`config.mk`:
```
export PLATFORM = sky130hd
export DESIGN_NAME = act_compute_regs
export DESIGN_NICKNAME = d
export VERILOG_FILES = /design/src/pkg/act_pkg.sv /design/src/logic/act_compute_regs.sv
export SDC_FILE = /design/constraint.sdc
export NUM_CORES = 1
export LEC_CHECK = 0
export BUFFER_PORTS_ARGS = -buffer_cell sky130_fd_sc_hd__buf_2
export CAP_MARGIN = 20
export CELL_PAD_IN_SITES_DETAIL_PLACEMENT = 1
export CELL_PAD_IN_SITES_GLOBAL_PLACEMENT = 1
export CORE_ASPECT_RATIO = 1.25
export CORE_MARGIN = 1
export CORE_UTILIZATION = 29
export CTS_CLUSTER_DIAMETER = 60
export DETAILED_ROUTE_END_ITERATION = 8
export MAX_ROUTING_LAYER = met4
export PLACE_DENSITY = 0.69
export SLEW_MARGIN = 20
export SYNTH_ARGS = -nofsm -noshare
export SYNTH_HDL_FRONTEND = slang
export SYNTH_SLANG_ARGS = --single-unit
```
`constraint.sdc`:
```
create_clock -name mclk_i -period 5.26 [get_ports mclk_i]
set_clock_uncertainty 0.05 [all_clocks]
set_input_delay 0.526 -clock mclk_i [delete_from_list [all_inputs] [get_ports mclk_i]]
set_output_delay 0.526 -clock mclk_i [all_outputs]
set_load 0.01 [all_outputs]
```
`src/pkg/act_pkg.sv`:
```
// Purpose: constants and carrier types for the compute and threshold set
// Assumes: byte registers, each at byte address four times its index
// Notes: indexes are word slots on the AXI4-Lite bus
package act_pkg;
    localparam int ADDR_W = 12;
    localparam int IDX_W = 10;
    // register indexes, one byte each
    localparam logic [9:0] IDX_LTH_L = 10'h08c;
    localparam logic [9:0] IDX_LTH_H = 10'h08d;
    localparam logic [9:0] IDX_UTH_L = 10'h08e;
    localparam logic [9:0] IDX_UTH_H = 10'h08f;
    localparam logic [9:0] IDX_ERR_L = 10'h090;
    localparam logic [9:0] IDX_ERR_H = 10'h091;
    localparam logic [9:0] IDX_STPT_L = 10'h092;
    localparam logic [9:0] IDX_STPT_H = 10'h093;
    localparam logic [9:0] IDX_FLT_L = 10'h094;
    localparam logic [9:0] IDX_FLT_H = 10'h095;
    localparam logic [9:0] IDX_ACC_L = 10'h096;
    localparam logic [9:0] IDX_ACC_H = 10'h097;
    localparam logic [9:0] IDX_ACC_U = 10'h098;
    localparam logic [9:0] IDX_CNT = 10'h099;
    localparam logic [9:0] IDX_RPT = 10'h09a;
    localparam logic [9:0] IDX_PREV_L = 10'h09b;
    localparam logic [9:0] IDX_PREV_H = 10'h09c;
    localparam logic [9:0] IDX_RES_L = 10'h09d;
    localparam logic [9:0] IDX_RES_H = 10'h09e;
    localparam logic [9:0] IDX_CFG0 = 10'h0a0;
    localparam logic [9:0] IDX_CFG1 = 10'h0a1;
    localparam logic [9:0] IDX_STAT = 10'h0a2;
    // cfg0: irq select [2:0], error select [6:4]
    localparam int CFG0_TMD_LSB = 0;
    localparam int CFG0_ERROR_SELECT_A_LSB = 4;
    // cfg1: shift [2:0], previous source [3], alignment [4], mode [7:5]
    localparam int CFG1_SHIFT_LSB = 0;
    localparam int CFG1_PSRC_BIT = 3;
    localparam int CFG1_ALIGN_BIT = 4;
    localparam int CFG1_MODE_LSB = 5;
    // status bits
    localparam int STAT_BELOW_BIT = 0;
    localparam int STAT_ABOVE_BIT = 1;
    localparam int STAT_TIF_BIT = 2;
    localparam int STAT_BUSY_BIT = 3;
    // computation mode codes
    localparam logic [2:0] MODE_BASIC = 3'h0;
    localparam logic [2:0] MODE_ACCUM = 3'h1;
    localparam logic [2:0] MODE_AVERAGE = 3'h2;
    localparam logic [2:0] MODE_BURST = 3'h3;
    localparam logic [2:0] MODE_LPF = 3'h4;
    // reset values
    localparam logic [15:0] RST_WORD16 = 16'h0000;
    localparam logic [7:0] RST_BYTE = 8'h00;
    // bus responses
    localparam logic [1:0] RESP_OKAY = 2'h0;
    localparam logic [1:0] RESP_SLVERR = 2'h2;

    typedef struct packed {
        logic awvalid;
        logic [11:0] awaddr;
        logic wvalid;
        logic [31:0] wdata;
        logic [3:0] wstrb;
        logic bready;
        logic arvalid;
        logic [11:0] araddr;
        logic rready;
    } act_axil_req_type;

    typedef struct packed {
        logic awready;
        logic wready;
        logic bvalid;
        logic [1:0] bresp;
        logic arready;
        logic rvalid;
        logic [31:0] rdata;
        logic [1:0] rresp;
    } act_axil_rsp_type;
endpackage

```
`src/logic/act_compute_regs.sv`:
```
// Purpose: compute and threshold register set of a converter, AXI4-Lite
// Assumes: converter start/done pulses come from logic on mclk_i
// Notes: registers are byte wide, data in wdata/rdata bits 7:0
//
// Notes on behaviour
// Each threshold check compares the error against both thresholds.
// Irq select field decides whether the comparison raises the irq.
// Lower and upper thresholds: 16-bit signed, read/write, reset zero.
// Error: read-only 16-bit signed, method picked by error select.
// Setpoint: 16-bit signed RW, reset zero, used by some methods only.
// Accumulate/average/burst: filter output is accumulator shifted right.
// Low-pass mode: filter output is the low-pass result instead.
// Accumulator is 18-bit signed; top byte upper bits copy the sign.
// Accumulator writes accepted only while no conversion runs.
// Repeat modes count triggers; check happens when count hits target.
// Repeat target sets triggers needed before the threshold check.
// Repeat counter has no reset; it survives ordinary resets.
// Previous source 1: previous takes filter output at conversion start.
// Previous source 0: previous takes the aligned result at start.
// Result right-aligned when alignment is 1, left-aligned when 0.
// Every 16-bit register has separate low and high byte registers.
// Accumulator has an extra upper byte holding bits 17 and 16.
// Irq select: never, below, at/above lower, between, outside, ...
// Above flag: error over upper; below flag: error under lower.
// Bytes sit low to high at consecutive increasing indexes.
`timescale 1ns/1ns
module act_compute_regs (
    input wire logic mclk_i,
    input wire logic sys_rst_i,
    input wire logic ce_i,
    input wire act_pkg::act_axil_req_type axi_req_i,
    output act_pkg::act_axil_rsp_type axi_rsp_o,
    input wire logic conv_start_i,
    input wire logic conv_done_i,
    input wire logic [11:0] conv_result_i,
    output logic conv_active_o,
    output logic threshold_irq_flag_o
);
    // index match for one aligned word slot
    function automatic logic idx_hit(input logic [11:0] addr,
                                     input logic [9:0] idx);
        idx_hit = (addr[1:0] == 2'h0) && (addr[11:2] == idx);
    endfunction

    // signed arithmetic shift of an 18-bit value
    function automatic logic [17:0] sra18(input logic [17:0] v,
                                          input logic [2:0] sh);
        sra18 = $unsigned($signed(v) >>> sh);
    endfunction

    // register state
    logic [15:0] lower_threshold_reg;
    logic [15:0] upper_threshold_reg;
    logic [15:0] setpoint_value_reg;
    logic [15:0] setpoint_error_reg;
    logic [15:0] lpf_reg;
    logic [17:0] accumulator_value_reg;
    logic [7:0] repeat_counter_reg;
    logic [7:0] repeat_target_reg;
    logic [15:0] previous_result_reg;
    logic [15:0] sample_result_reg;
    logic [7:0] cfg0_reg;
    logic [7:0] cfg1_reg;
    logic below_lower_flag_reg;
    logic above_upper_flag_reg;
    logic threshold_irq_flag_reg;
    logic busy_reg;
    logic check_reg;
    logic compare_reg;
    logic acc_clear_reg;

    // bus state
    logic aw_hold_reg;
    logic [11:0] aw_addr_reg;
    logic w_hold_reg;
    logic [7:0] w_data_reg;
    logic w_lane0_reg;
    logic bvalid_reg;
    logic [1:0] bresp_reg;
    logic rvalid_reg;
    logic [7:0] rdata_reg;
    logic [1:0] rresp_reg;

    // configuration fields
    wire [2:0] threshold_irq_select = cfg0_reg[act_pkg::CFG0_TMD_LSB +: 3];
    wire [2:0] error_select_a = cfg0_reg[act_pkg::CFG0_ERROR_SELECT_A_LSB +: 3];
    wire [2:0] shift_select = cfg1_reg[act_pkg::CFG1_SHIFT_LSB +: 3];
    wire previous_source_select = cfg1_reg[act_pkg::CFG1_PSRC_BIT];
    wire result_alignment = cfg1_reg[act_pkg::CFG1_ALIGN_BIT];
    wire [2:0] mode = cfg1_reg[act_pkg::CFG1_MODE_LSB +: 3];
    wire mode_lpf = (mode == act_pkg::MODE_LPF);
    wire mode_clears = (mode == act_pkg::MODE_AVERAGE) ||
        (mode == act_pkg::MODE_BURST);
    wire mode_repeat = mode_lpf || mode_clears;

    // write channel decode
    wire aw_take = axi_req_i.awvalid && !aw_hold_reg;
    wire w_take = axi_req_i.wvalid && !w_hold_reg;
    wire wr_go = aw_hold_reg && w_hold_reg && !bvalid_reg;
    wire wr_en = wr_go && w_lane0_reg;
    wire wr_lth_l = wr_en && idx_hit(aw_addr_reg, act_pkg::IDX_LTH_L);
    wire wr_lth_h = wr_en && idx_hit(aw_addr_reg, act_pkg::IDX_LTH_H);
    wire wr_uth_l = wr_en && idx_hit(aw_addr_reg, act_pkg::IDX_UTH_L);
    wire wr_uth_h = wr_en && idx_hit(aw_addr_reg, act_pkg::IDX_UTH_H);
    wire wr_stpt_l = wr_en && idx_hit(aw_addr_reg, act_pkg::IDX_STPT_L);
    wire wr_stpt_h = wr_en && idx_hit(aw_addr_reg, act_pkg::IDX_STPT_H);
    wire wr_acc_ok = wr_en && !busy_reg;
    wire wr_acc_l = wr_acc_ok && idx_hit(aw_addr_reg, act_pkg::IDX_ACC_L);
    wire wr_acc_h = wr_acc_ok && idx_hit(aw_addr_reg, act_pkg::IDX_ACC_H);
    wire wr_acc_u = wr_acc_ok && idx_hit(aw_addr_reg, act_pkg::IDX_ACC_U);
    wire wr_cnt = wr_en && idx_hit(aw_addr_reg, act_pkg::IDX_CNT);
    wire wr_rpt = wr_en && idx_hit(aw_addr_reg, act_pkg::IDX_RPT);
    wire wr_res_l = wr_en && idx_hit(aw_addr_reg, act_pkg::IDX_RES_L);
    wire wr_res_h = wr_en && idx_hit(aw_addr_reg, act_pkg::IDX_RES_H);
    wire wr_cfg0 = wr_en && idx_hit(aw_addr_reg, act_pkg::IDX_CFG0);
    wire wr_cfg1 = wr_en && idx_hit(aw_addr_reg, act_pkg::IDX_CFG1);
    wire wr_stat = wr_en && idx_hit(aw_addr_reg, act_pkg::IDX_STAT);
    wire tif_clear = wr_stat && w_data_reg[act_pkg::STAT_TIF_BIT];

    // conversion events
    wire start_ev = conv_start_i && !busy_reg;
    wire done_ev = conv_done_i && busy_reg;

    // aligned sample and accumulator arithmetic
    wire [15:0] aligned = result_alignment ? {4'h0, conv_result_i} :
        {conv_result_i, 4'h0};
    wire [17:0] sample18 = {6'h00, conv_result_i};
    wire [17:0] acc_base = acc_clear_reg ? 18'h0_0000 :
        accumulator_value_reg;
    wire [17:0] acc_shifted = sra18(accumulator_value_reg, shift_select);
    wire [17:0] acc_lpf = accumulator_value_reg - acc_shifted + sample18;
    wire [17:0] acc_next = mode_lpf ? acc_lpf : acc_base + sample18;
    wire [17:0] lpf_delta = {2'h0, aligned} - {{2{lpf_reg[15]}}, lpf_reg};
    wire [17:0] lpf_step = sra18(lpf_delta, shift_select);
    wire [15:0] lpf_next = lpf_reg + lpf_step[15:0];
    // low-pass result replaces the shifted accumulator
    wire [15:0] filter_output = mode_lpf ? lpf_reg :
        acc_shifted[15:0];

    // repeat count and check decision
    wire [7:0] cnt_inc = (repeat_counter_reg == 8'hff) ? 8'hff :
        repeat_counter_reg + 8'h01;
    wire count_reached = (cnt_inc >= repeat_target_reg);
    wire check_now = done_ev && (!mode_repeat || count_reached);

    // error calculation selection
    logic [15:0] error_error_select_a;
    always_comb begin
        case (error_select_a)
            3'h0: error_error_select_a = sample_result_reg - previous_result_reg;
            3'h1: error_error_select_a = sample_result_reg - setpoint_value_reg;
            3'h2: error_error_select_a = previous_result_reg - filter_output;
            3'h3: error_error_select_a = filter_output - setpoint_value_reg;
            default: error_error_select_a = sample_result_reg - filter_output;
        endcase
    end

    // signed comparisons against both thresholds
    wire below_now = $signed(setpoint_error_reg) <
        $signed(lower_threshold_reg);
    wire above_now = $signed(setpoint_error_reg) >
        $signed(upper_threshold_reg);
    logic irq_hit;
    always_comb begin
        case (threshold_irq_select)
            3'h0: irq_hit = 1'b0;
            3'h1: irq_hit = below_now;
            3'h2: irq_hit = !below_now;
            3'h3: irq_hit = !below_now && !above_now;
            3'h4: irq_hit = below_now || above_now;
            3'h5: irq_hit = !above_now;
            3'h6: irq_hit = above_now;
            default: irq_hit = 1'b1;
        endcase
    end

    // read mux, one byte per index
    wire [9:0] rd_idx = axi_req_i.araddr[11:2];
    wire rd_aligned = (axi_req_i.araddr[1:0] == 2'h0);
    wire [7:0] acc_top = {{6{accumulator_value_reg[17]}},
        accumulator_value_reg[17:16]};
    wire [7:0] stat_byte = {4'h0, busy_reg, threshold_irq_flag_reg,
        above_upper_flag_reg, below_lower_flag_reg};
    logic [7:0] rd_byte;
    logic rd_ok;
    always_comb begin
        rd_ok = rd_aligned;
        case (rd_idx)
            act_pkg::IDX_LTH_L: rd_byte = lower_threshold_reg[7:0];
            act_pkg::IDX_LTH_H: rd_byte = lower_threshold_reg[15:8];
            act_pkg::IDX_UTH_L: rd_byte = upper_threshold_reg[7:0];
            act_pkg::IDX_UTH_H: rd_byte = upper_threshold_reg[15:8];
            act_pkg::IDX_ERR_L: rd_byte = setpoint_error_reg[7:0];
            act_pkg::IDX_ERR_H: rd_byte = setpoint_error_reg[15:8];
            act_pkg::IDX_STPT_L: rd_byte = setpoint_value_reg[7:0];
            act_pkg::IDX_STPT_H: rd_byte = setpoint_value_reg[15:8];
            act_pkg::IDX_FLT_L: rd_byte = filter_output[7:0];
            act_pkg::IDX_FLT_H: rd_byte = filter_output[15:8];
            act_pkg::IDX_ACC_L: rd_byte = accumulator_value_reg[7:0];
            act_pkg::IDX_ACC_H: rd_byte = accumulator_value_reg[15:8];
            act_pkg::IDX_ACC_U: rd_byte = acc_top;
            act_pkg::IDX_CNT: rd_byte = repeat_counter_reg;
            act_pkg::IDX_RPT: rd_byte = repeat_target_reg;
            act_pkg::IDX_PREV_L: rd_byte = previous_result_reg[7:0];
            act_pkg::IDX_PREV_H: rd_byte = previous_result_reg[15:8];
            act_pkg::IDX_RES_L: rd_byte = sample_result_reg[7:0];
            act_pkg::IDX_RES_H: rd_byte = sample_result_reg[15:8];
            act_pkg::IDX_CFG0: rd_byte = cfg0_reg;
            act_pkg::IDX_CFG1: rd_byte = cfg1_reg;
            act_pkg::IDX_STAT: rd_byte = stat_byte;
            default: begin
                rd_byte = act_pkg::RST_BYTE;
                rd_ok = 1'b0;
            end
        endcase
    end

    // write decode validity for the response
    logic wr_known;
    always_comb begin
        case (aw_addr_reg[11:2])
            act_pkg::IDX_ERR_L, act_pkg::IDX_ERR_H,
            act_pkg::IDX_FLT_L, act_pkg::IDX_FLT_H,
            act_pkg::IDX_PREV_L, act_pkg::IDX_PREV_H,
            act_pkg::IDX_LTH_L, act_pkg::IDX_LTH_H,
            act_pkg::IDX_UTH_L, act_pkg::IDX_UTH_H,
            act_pkg::IDX_STPT_L, act_pkg::IDX_STPT_H,
            act_pkg::IDX_ACC_L, act_pkg::IDX_ACC_H, act_pkg::IDX_ACC_U,
            act_pkg::IDX_CNT, act_pkg::IDX_RPT,
            act_pkg::IDX_RES_L, act_pkg::IDX_RES_H,
            act_pkg::IDX_CFG0, act_pkg::IDX_CFG1,
            act_pkg::IDX_STAT: wr_known = (aw_addr_reg[1:0] == 2'h0);
            default: wr_known = 1'b0;
        endcase
    end

    // bus handshake outputs
    assign axi_rsp_o.awready = !aw_hold_reg;
    assign axi_rsp_o.wready = !w_hold_reg;
    assign axi_rsp_o.bvalid = bvalid_reg;
    assign axi_rsp_o.bresp = bresp_reg;
    assign axi_rsp_o.arready = !rvalid_reg;
    assign axi_rsp_o.rvalid = rvalid_reg;
    assign axi_rsp_o.rdata = {24'h00_0000, rdata_reg};
    assign axi_rsp_o.rresp = rresp_reg;
    assign conv_active_o = busy_reg;
    assign threshold_irq_flag_o = threshold_irq_flag_reg;

    // write address and data capture, write response
    always_ff @(posedge mclk_i) begin
        if (sys_rst_i) begin
            aw_hold_reg <= 1'b0;
            aw_addr_reg <= 12'h000;
            w_hold_reg <= 1'b0;
            w_data_reg <= act_pkg::RST_BYTE;
            w_lane0_reg <= 1'b0;
            bvalid_reg <= 1'b0;
            bresp_reg <= act_pkg::RESP_OKAY;
        end else if (ce_i) begin
            if (aw_take) begin
                aw_hold_reg <= 1'b1;
                aw_addr_reg <= axi_req_i.awaddr;
            end else if (wr_go) begin
                aw_hold_reg <= 1'b0;
            end
            if (w_take) begin
                w_hold_reg <= 1'b1;
                w_data_reg <= axi_req_i.wdata[7:0];
                w_lane0_reg <= axi_req_i.wstrb[0];
            end else if (wr_go) begin
                w_hold_reg <= 1'b0;
            end
            if (wr_go) begin
                bvalid_reg <= 1'b1;
                bresp_reg <= wr_known ? act_pkg::RESP_OKAY :
                    act_pkg::RESP_SLVERR;
            end else if (axi_req_i.bready) begin
                bvalid_reg <= 1'b0;
            end
        end
    end

    // read channel
    always_ff @(posedge mclk_i) begin
        if (sys_rst_i) begin
            rvalid_reg <= 1'b0;
            rdata_reg <= act_pkg::RST_BYTE;
            rresp_reg <= act_pkg::RESP_OKAY;
        end else if (ce_i) begin
            if (axi_req_i.arvalid && !rvalid_reg) begin
                rvalid_reg <= 1'b1;
                rdata_reg <= rd_ok ? rd_byte : act_pkg::RST_BYTE;
                rresp_reg <= rd_ok ? act_pkg::RESP_OKAY :
                    act_pkg::RESP_SLVERR;
            end else if (axi_req_i.rready) begin
                rvalid_reg <= 1'b0;
            end
        end
    end

    // software-only registers with defined reset
    always_ff @(posedge mclk_i) begin
        if (sys_rst_i) begin
            lower_threshold_reg <= act_pkg::RST_WORD16;
            upper_threshold_reg <= act_pkg::RST_WORD16;
            setpoint_value_reg <= act_pkg::RST_WORD16;
            repeat_target_reg <= act_pkg::RST_BYTE;
            cfg0_reg <= act_pkg::RST_BYTE;
            cfg1_reg <= act_pkg::RST_BYTE;
        end else if (ce_i) begin
            if (wr_lth_l) lower_threshold_reg[7:0] <= w_data_reg;
            if (wr_lth_h) lower_threshold_reg[15:8] <= w_data_reg;
            if (wr_uth_l) upper_threshold_reg[7:0] <= w_data_reg;
            if (wr_uth_h) upper_threshold_reg[15:8] <= w_data_reg;
            if (wr_stpt_l) setpoint_value_reg[7:0] <= w_data_reg;
            if (wr_stpt_h) setpoint_value_reg[15:8] <= w_data_reg;
            if (wr_rpt) repeat_target_reg <= w_data_reg;
            if (wr_cfg0) cfg0_reg <= w_data_reg;
            if (wr_cfg1) cfg1_reg <= w_data_reg;
        end
    end

    // conversion tracking and check pipeline
    always_ff @(posedge mclk_i) begin
        if (sys_rst_i) begin
            busy_reg <= 1'b0;
            check_reg <= 1'b0;
            compare_reg <= 1'b0;
            acc_clear_reg <= 1'b0;
            below_lower_flag_reg <= 1'b0;
            above_upper_flag_reg <= 1'b0;
            threshold_irq_flag_reg <= 1'b0;
            lpf_reg <= act_pkg::RST_WORD16; // filter starts from a known zero
        end else if (ce_i) begin
            if (done_ev && mode_lpf) lpf_reg <= lpf_next;
            if (start_ev) busy_reg <= 1'b1;
            else if (done_ev) busy_reg <= 1'b0;
            check_reg <= check_now;
            compare_reg <= check_reg;
            if (check_now) acc_clear_reg <= mode_clears;
            else if (done_ev) acc_clear_reg <= 1'b0;
            if (compare_reg) begin
                below_lower_flag_reg <= below_now;
                above_upper_flag_reg <= above_now;
            end
            // a new hit wins over a software clear
            if (compare_reg && irq_hit) begin
                threshold_irq_flag_reg <= 1'b1;
            end else if (tif_clear) begin
                threshold_irq_flag_reg <= 1'b0;
            end
        end
    end

    // data registers: undefined at power-up, kept across system reset
    always_ff @(posedge mclk_i) begin
        if (ce_i) begin
            if (check_reg) setpoint_error_reg <= error_error_select_a;
            if (done_ev) begin
                accumulator_value_reg <= acc_next;
            end else begin
                if (wr_acc_l) begin
                    accumulator_value_reg[7:0] <= w_data_reg;
                end
                if (wr_acc_h) begin
                    accumulator_value_reg[15:8] <= w_data_reg;
                end
                if (wr_acc_u) begin
                    accumulator_value_reg[17:16] <= w_data_reg[1:0];
                end
            end
            if (done_ev && mode_repeat) begin
                repeat_counter_reg <= (check_now && mode_clears) ? 8'h00 :
                    cnt_inc;
            end else if (wr_cnt) begin
                repeat_counter_reg <= w_data_reg;
            end
            if (start_ev) begin
                previous_result_reg <= previous_source_select ?
                    filter_output : sample_result_reg;
            end
            if (done_ev) begin
                sample_result_reg <= aligned;
            end else begin
                if (wr_res_l) sample_result_reg[7:0] <= w_data_reg;
                if (wr_res_h) sample_result_reg[15:8] <= w_data_reg;
            end
        end
    end
endmodule // act_compute_regs

```
==> impl_metrics.env <==
export IMPL_antenna_found_initial=1
export IMPL_synth_area_per_cell_um2=8.14
export IMPL_cp_end_kind="register"
export IMPL_rsz0062_at_grt="true"
export IMPL_start_util_pct=29.4
export IMPL_cp_start_kind="register"
export IMPL_htree_num_levels=1
export IMPL_synthMuxAreaShare_pct=10.7
export IMPL_first_global_vias=18300
export IMPL_reg2regPathDepth=23
export IMPL_status="finished clean"
export IMPL_cts_tree="yes"
export IMPL_finalWirelength_mm=79.1
export IMPL_clock_sinks=204
export IMPL_hold_buffers=0
export IMPL_syn_area_um2=17900
export IMPL_rr_endpoint="lpf_reg[15]"
export IMPL_post_route_period_util_pct=98.9
export IMPL_async_flop_share_pct=0
export IMPL_hp_start="axi_req_i[53]"
export IMPL_path_max_fanout=8
export IMPL_finalWorstSetupSlack_ns=0.0574
export IMPL_core_area_um2=60800
export IMPL_slew_headroom_pct=25.6
export IMPL_grt_max_degree=79
export IMPL_critPathArrivalTime_ns=5.61
export IMPL_clockBufferDepth=3
export IMPL_finalSetupViolations=0
export IMPL_port_buffers=71
export IMPL_powerDensity_nw_per_um2=207
export IMPL_syn_inst=2196
export IMPL_fmax_mhz=192
export IMPL_dpl_worst_slack_ns=-0.287
export IMPL_synth_edf_count=74
export IMPL_ir_worst_vdd_mv=0.204
export IMPL_synth_compound_area_share_pct=20.5
export IMPL_via_count=17700
export IMPL_multi_input_area_um2=12100
export IMPL_hold_viol=0
export IMPL_synth_adder_area_share_pct=12.8
export IMPL_finalSetupTns_ns=0
export IMPL_critPathKind="register to register"
export IMPL_wire_per_inst_um=24.8
export IMPL_synth_seq_cells=204
export IMPL_p_leak_nw=8.53
export IMPL_yosys_area_share_xor_xnor_pct=4.26
export IMPL_hp_class="primary input to register"
export IMPL_avgViaCountPerCell=5.56
export IMPL_die_h_um=280
export IMPL_synth_seq_area_share_pct=27.0
export IMPL_die_w_um=224
export IMPL_numCtsBuffers=28
export IMPL_synth_top_family_by_area="compound AO/OA/AOI/OAI gates"
export IMPL_required_ns=5.67
export IMPL_hold_path_end="aw_addr_reg[1]"
export IMPL_clk_pin_slew_worst_paths_ns=0.06
export IMPL_std_cell_rows=101
export IMPL_insertion_delay_ns=0.59
export IMPL_nets=2593
export IMPL_hpwl_mm=63.1
export IMPL_drive_gt1_share_pct=15.0
export IMPL_grt_usage_pct=25.4
export IMPL_postRouteAntennaNets=0
export IMPL_synthSimpleGateAreaFrac_pct=17.6
export IMPL_synth_cell_type_count=86
export IMPL_place_congestion=0.986
export IMPL_fill_cells=7343
export IMPL_largest_reg_flops=18
export IMPL_area_growth_pct=17.4
export IMPL_regArea_um2=4830
export IMPL_tightest_slew_ns=1.11
export IMPL_grt_ovfl_total=0
export IMPL_yosysWarnings=0
export IMPL_drv_slew=0
export IMPL_drt_initial_drc_count=1210
export IMPL_final_min_clock_period_ns=5.20
export IMPL_grt_pass1_wl_mm=116
export IMPL_io_pins=125
export IMPL_dieArea_um2=62700
export IMPL_synthFlopType="dfxtp_1"
export IMPL_drc=0
export IMPL_cap_violations=0
export IMPL_dr_pass1_iters=5
export IMPL_hold_depth=3
export IMPL_worstReg2RegStart="cfg1_reg[4]"
export IMPL_root_buffer="clkbuf_16"
export IMPL_ff2ff_setup_slack_ns=0.06
==> where the power goes <==
part           switching, W  total, W  internal (W)
Combinational      0.000420  0.000697      0.000277
Clock              0.000821   0.00194       0.00112
Sequential        0.0000426   0.00170       0.00166
==> through the flow <==
stage          util, %  total power [W]  cells  hold WS [ns]  instance area, um2
2_1_floorplan        -          0.00215   2221         0.381               18000
3_5_place_dp      32.6          0.00241   3124         0.399               19800
6_report          34.5          0.00434   3186         0.126               21000
4_1_cts           34.1          0.00434   3176         0.109               20700
5_1_grt           34.5          0.00448   3186         0.128               21000
3_3_place_gp      32.6          0.00239   3124         0.392               19800
==> worst max-delay path: stages (launching register included) <==
cell       delay [ns]
dfxtp_4          0.37
buf_6            0.14
nand2_4          0.06
o21ai_4          0.07
ha_2             0.19
or3_4            0.40
or2_1            0.24
o211a_1          0.25
o21a_1           0.21
o21ai_2          0.15
and2_4           0.18
xnor2_2          0.07
mux4_2           0.50
mux2_4           0.31
ha_4             0.17
a211oi_2         0.24
nand2_1          0.10
o211ai_1         0.39
o31ai_2          0.12
o41ai_1          0.32
buf_4            0.18
nor4_1           0.05
o211ai_1         0.20
o2111ai_1        0.13
==> synthesized netlist by cell type, types with 13 or more instances <==
| cell | n | area [um2] |
|---|---|---|
| nand4_1 | 14 | 87.6 |
| clkbuf_1 | 83 | 312 |
| buf_4 | 28 | 210 |
| nor3_1 | 35 | 175 |
| nand3_1 | 42 | 210 |
| fa_1 | 18 | 360 |
| xor2_1 | 33 | 289 |
| and2_1 | 13 | 81.3 |
| mux2i_1 | 124 | 1240 |
| ha_1 | 154 | 1930 |
| o31ai_1 | 22 | 165 |
| a211oi_1 | 17 | 128 |
| a221oi_1 | 23 | 201 |
| or3_1 | 15 | 93.8 |
| o21ai_0 | 146 | 731 |
| mux2_2 | 29 | 327 |
| xnor2_1 | 54 | 473 |
| dfxtp_1 | 130 | 2600 |
| a21o_1 | 43 | 323 |
| nand2_1 | 214 | 803 |
| nor2b_1 | 22 | 138 |
| o21a_1 | 18 | 135 |
| nor2_1 | 231 | 867 |
| nand2b_1 | 27 | 169 |
| inv_1 | 192 | 721 |
| mux4_2 | 15 | 338 |
| edfxtp_1 | 74 | 2220 |
| a21oi_1 | 143 | 716 |
| a22oi_1 | 35 | 263 |
| and3_1 | 13 | 81.3 |
==> kinds of logic after synthesis <==
| family | Yosys count |
|---|---|
| buffers and inverters | 315 |
| AND/OR/NAND/NOR | 681 |
| adder cells (fa/ha/maj) | 172 |
| XOR/XNOR | 87 |
| other | 1 |
| AO/OA/AOI/OAI | 568 |
| multiplexers | 168 |
| flip-flops | 204 |
==> final cells by class <==
class                           instances  share of cell area [%]
Inverter                              194                    3.47
Clock inverter                         18                   0.864
Sequential cell                       204                    23.0
Tap cell                              824                    4.91
Timing Repair Buffer                  209                    6.72
Multi-Input combinational cell       1702                    57.5
Clock buffer                           34                    3.55
Antenna cell                            1                  0.0119
==> layout by cell type (no fill, tap or decap), types with 13 or more instances in the layout <==
| master | count |
|---|---|
| o21a_1 | 18 |
| nand2_1 | 212 |
| inv_1 | 192 |
| nand4_1 | 14 |
| o31ai_1 | 20 |
| clkbuf_16 | 29 |
| or3_1 | 15 |
| and2_1 | 13 |
| mux4_2 | 15 |
| edfxtp_1 | 74 |
| a22oi_1 | 35 |
| xnor2_1 | 53 |
| a221oi_1 | 23 |
| buf_4 | 137 |
| mux2_2 | 26 |
| mux2i_1 | 124 |
| fa_1 | 16 |
| a211oi_1 | 15 |
| nor2_1 | 230 |
| o21ai_0 | 138 |
| nand3_1 | 42 |
| nor3_1 | 34 |
| buf_2 | 70 |
| a21oi_1 | 138 |
| and3_1 | 13 |
| dfxtp_1 | 129 |
| conb_1 | 26 |
| a21o_1 | 43 |
| nor2b_1 | 21 |
| nand2b_1 | 27 |
| xor2_1 | 33 |
| ha_1 | 149 |
==> how the worst max path moves through the flow <==
stage,start,to,slack [ns],cells after the start
global placement,conv_result_i[2],lpf_reg[15],-0.16,21
floorplan,cfg1_reg[4],lpf_reg[14],0.13,21
detailed placement,conv_result_i[2],lpf_reg[15],-0.29,22
global route,cfg1_reg[4],lpf_reg[15],-0.19,22
CTS,cfg1_reg[4],lpf_reg[15],-0.03,22
finish,cfg1_reg[4],lpf_reg[15],0.06,23
==> timing repair <==
action,in CTS,in global routing
pin swaps,0,22
setup endpoints to repair,2,4
gates resized for setup,2,48
setup buffers,0,9
==> metal layers <==
layer | up-vias | track usage [%] | wire, um
met5 | - | - | 0
met2 | 579 | 44.6 | 39800
met1 | 8861 | 28.8 | 31000
met4 | 0 | 12.8 | 4360
met3 | 178 | 2.32 | 3880
li1 | 8091 | - | -
(Power assumes the default switching activity.)
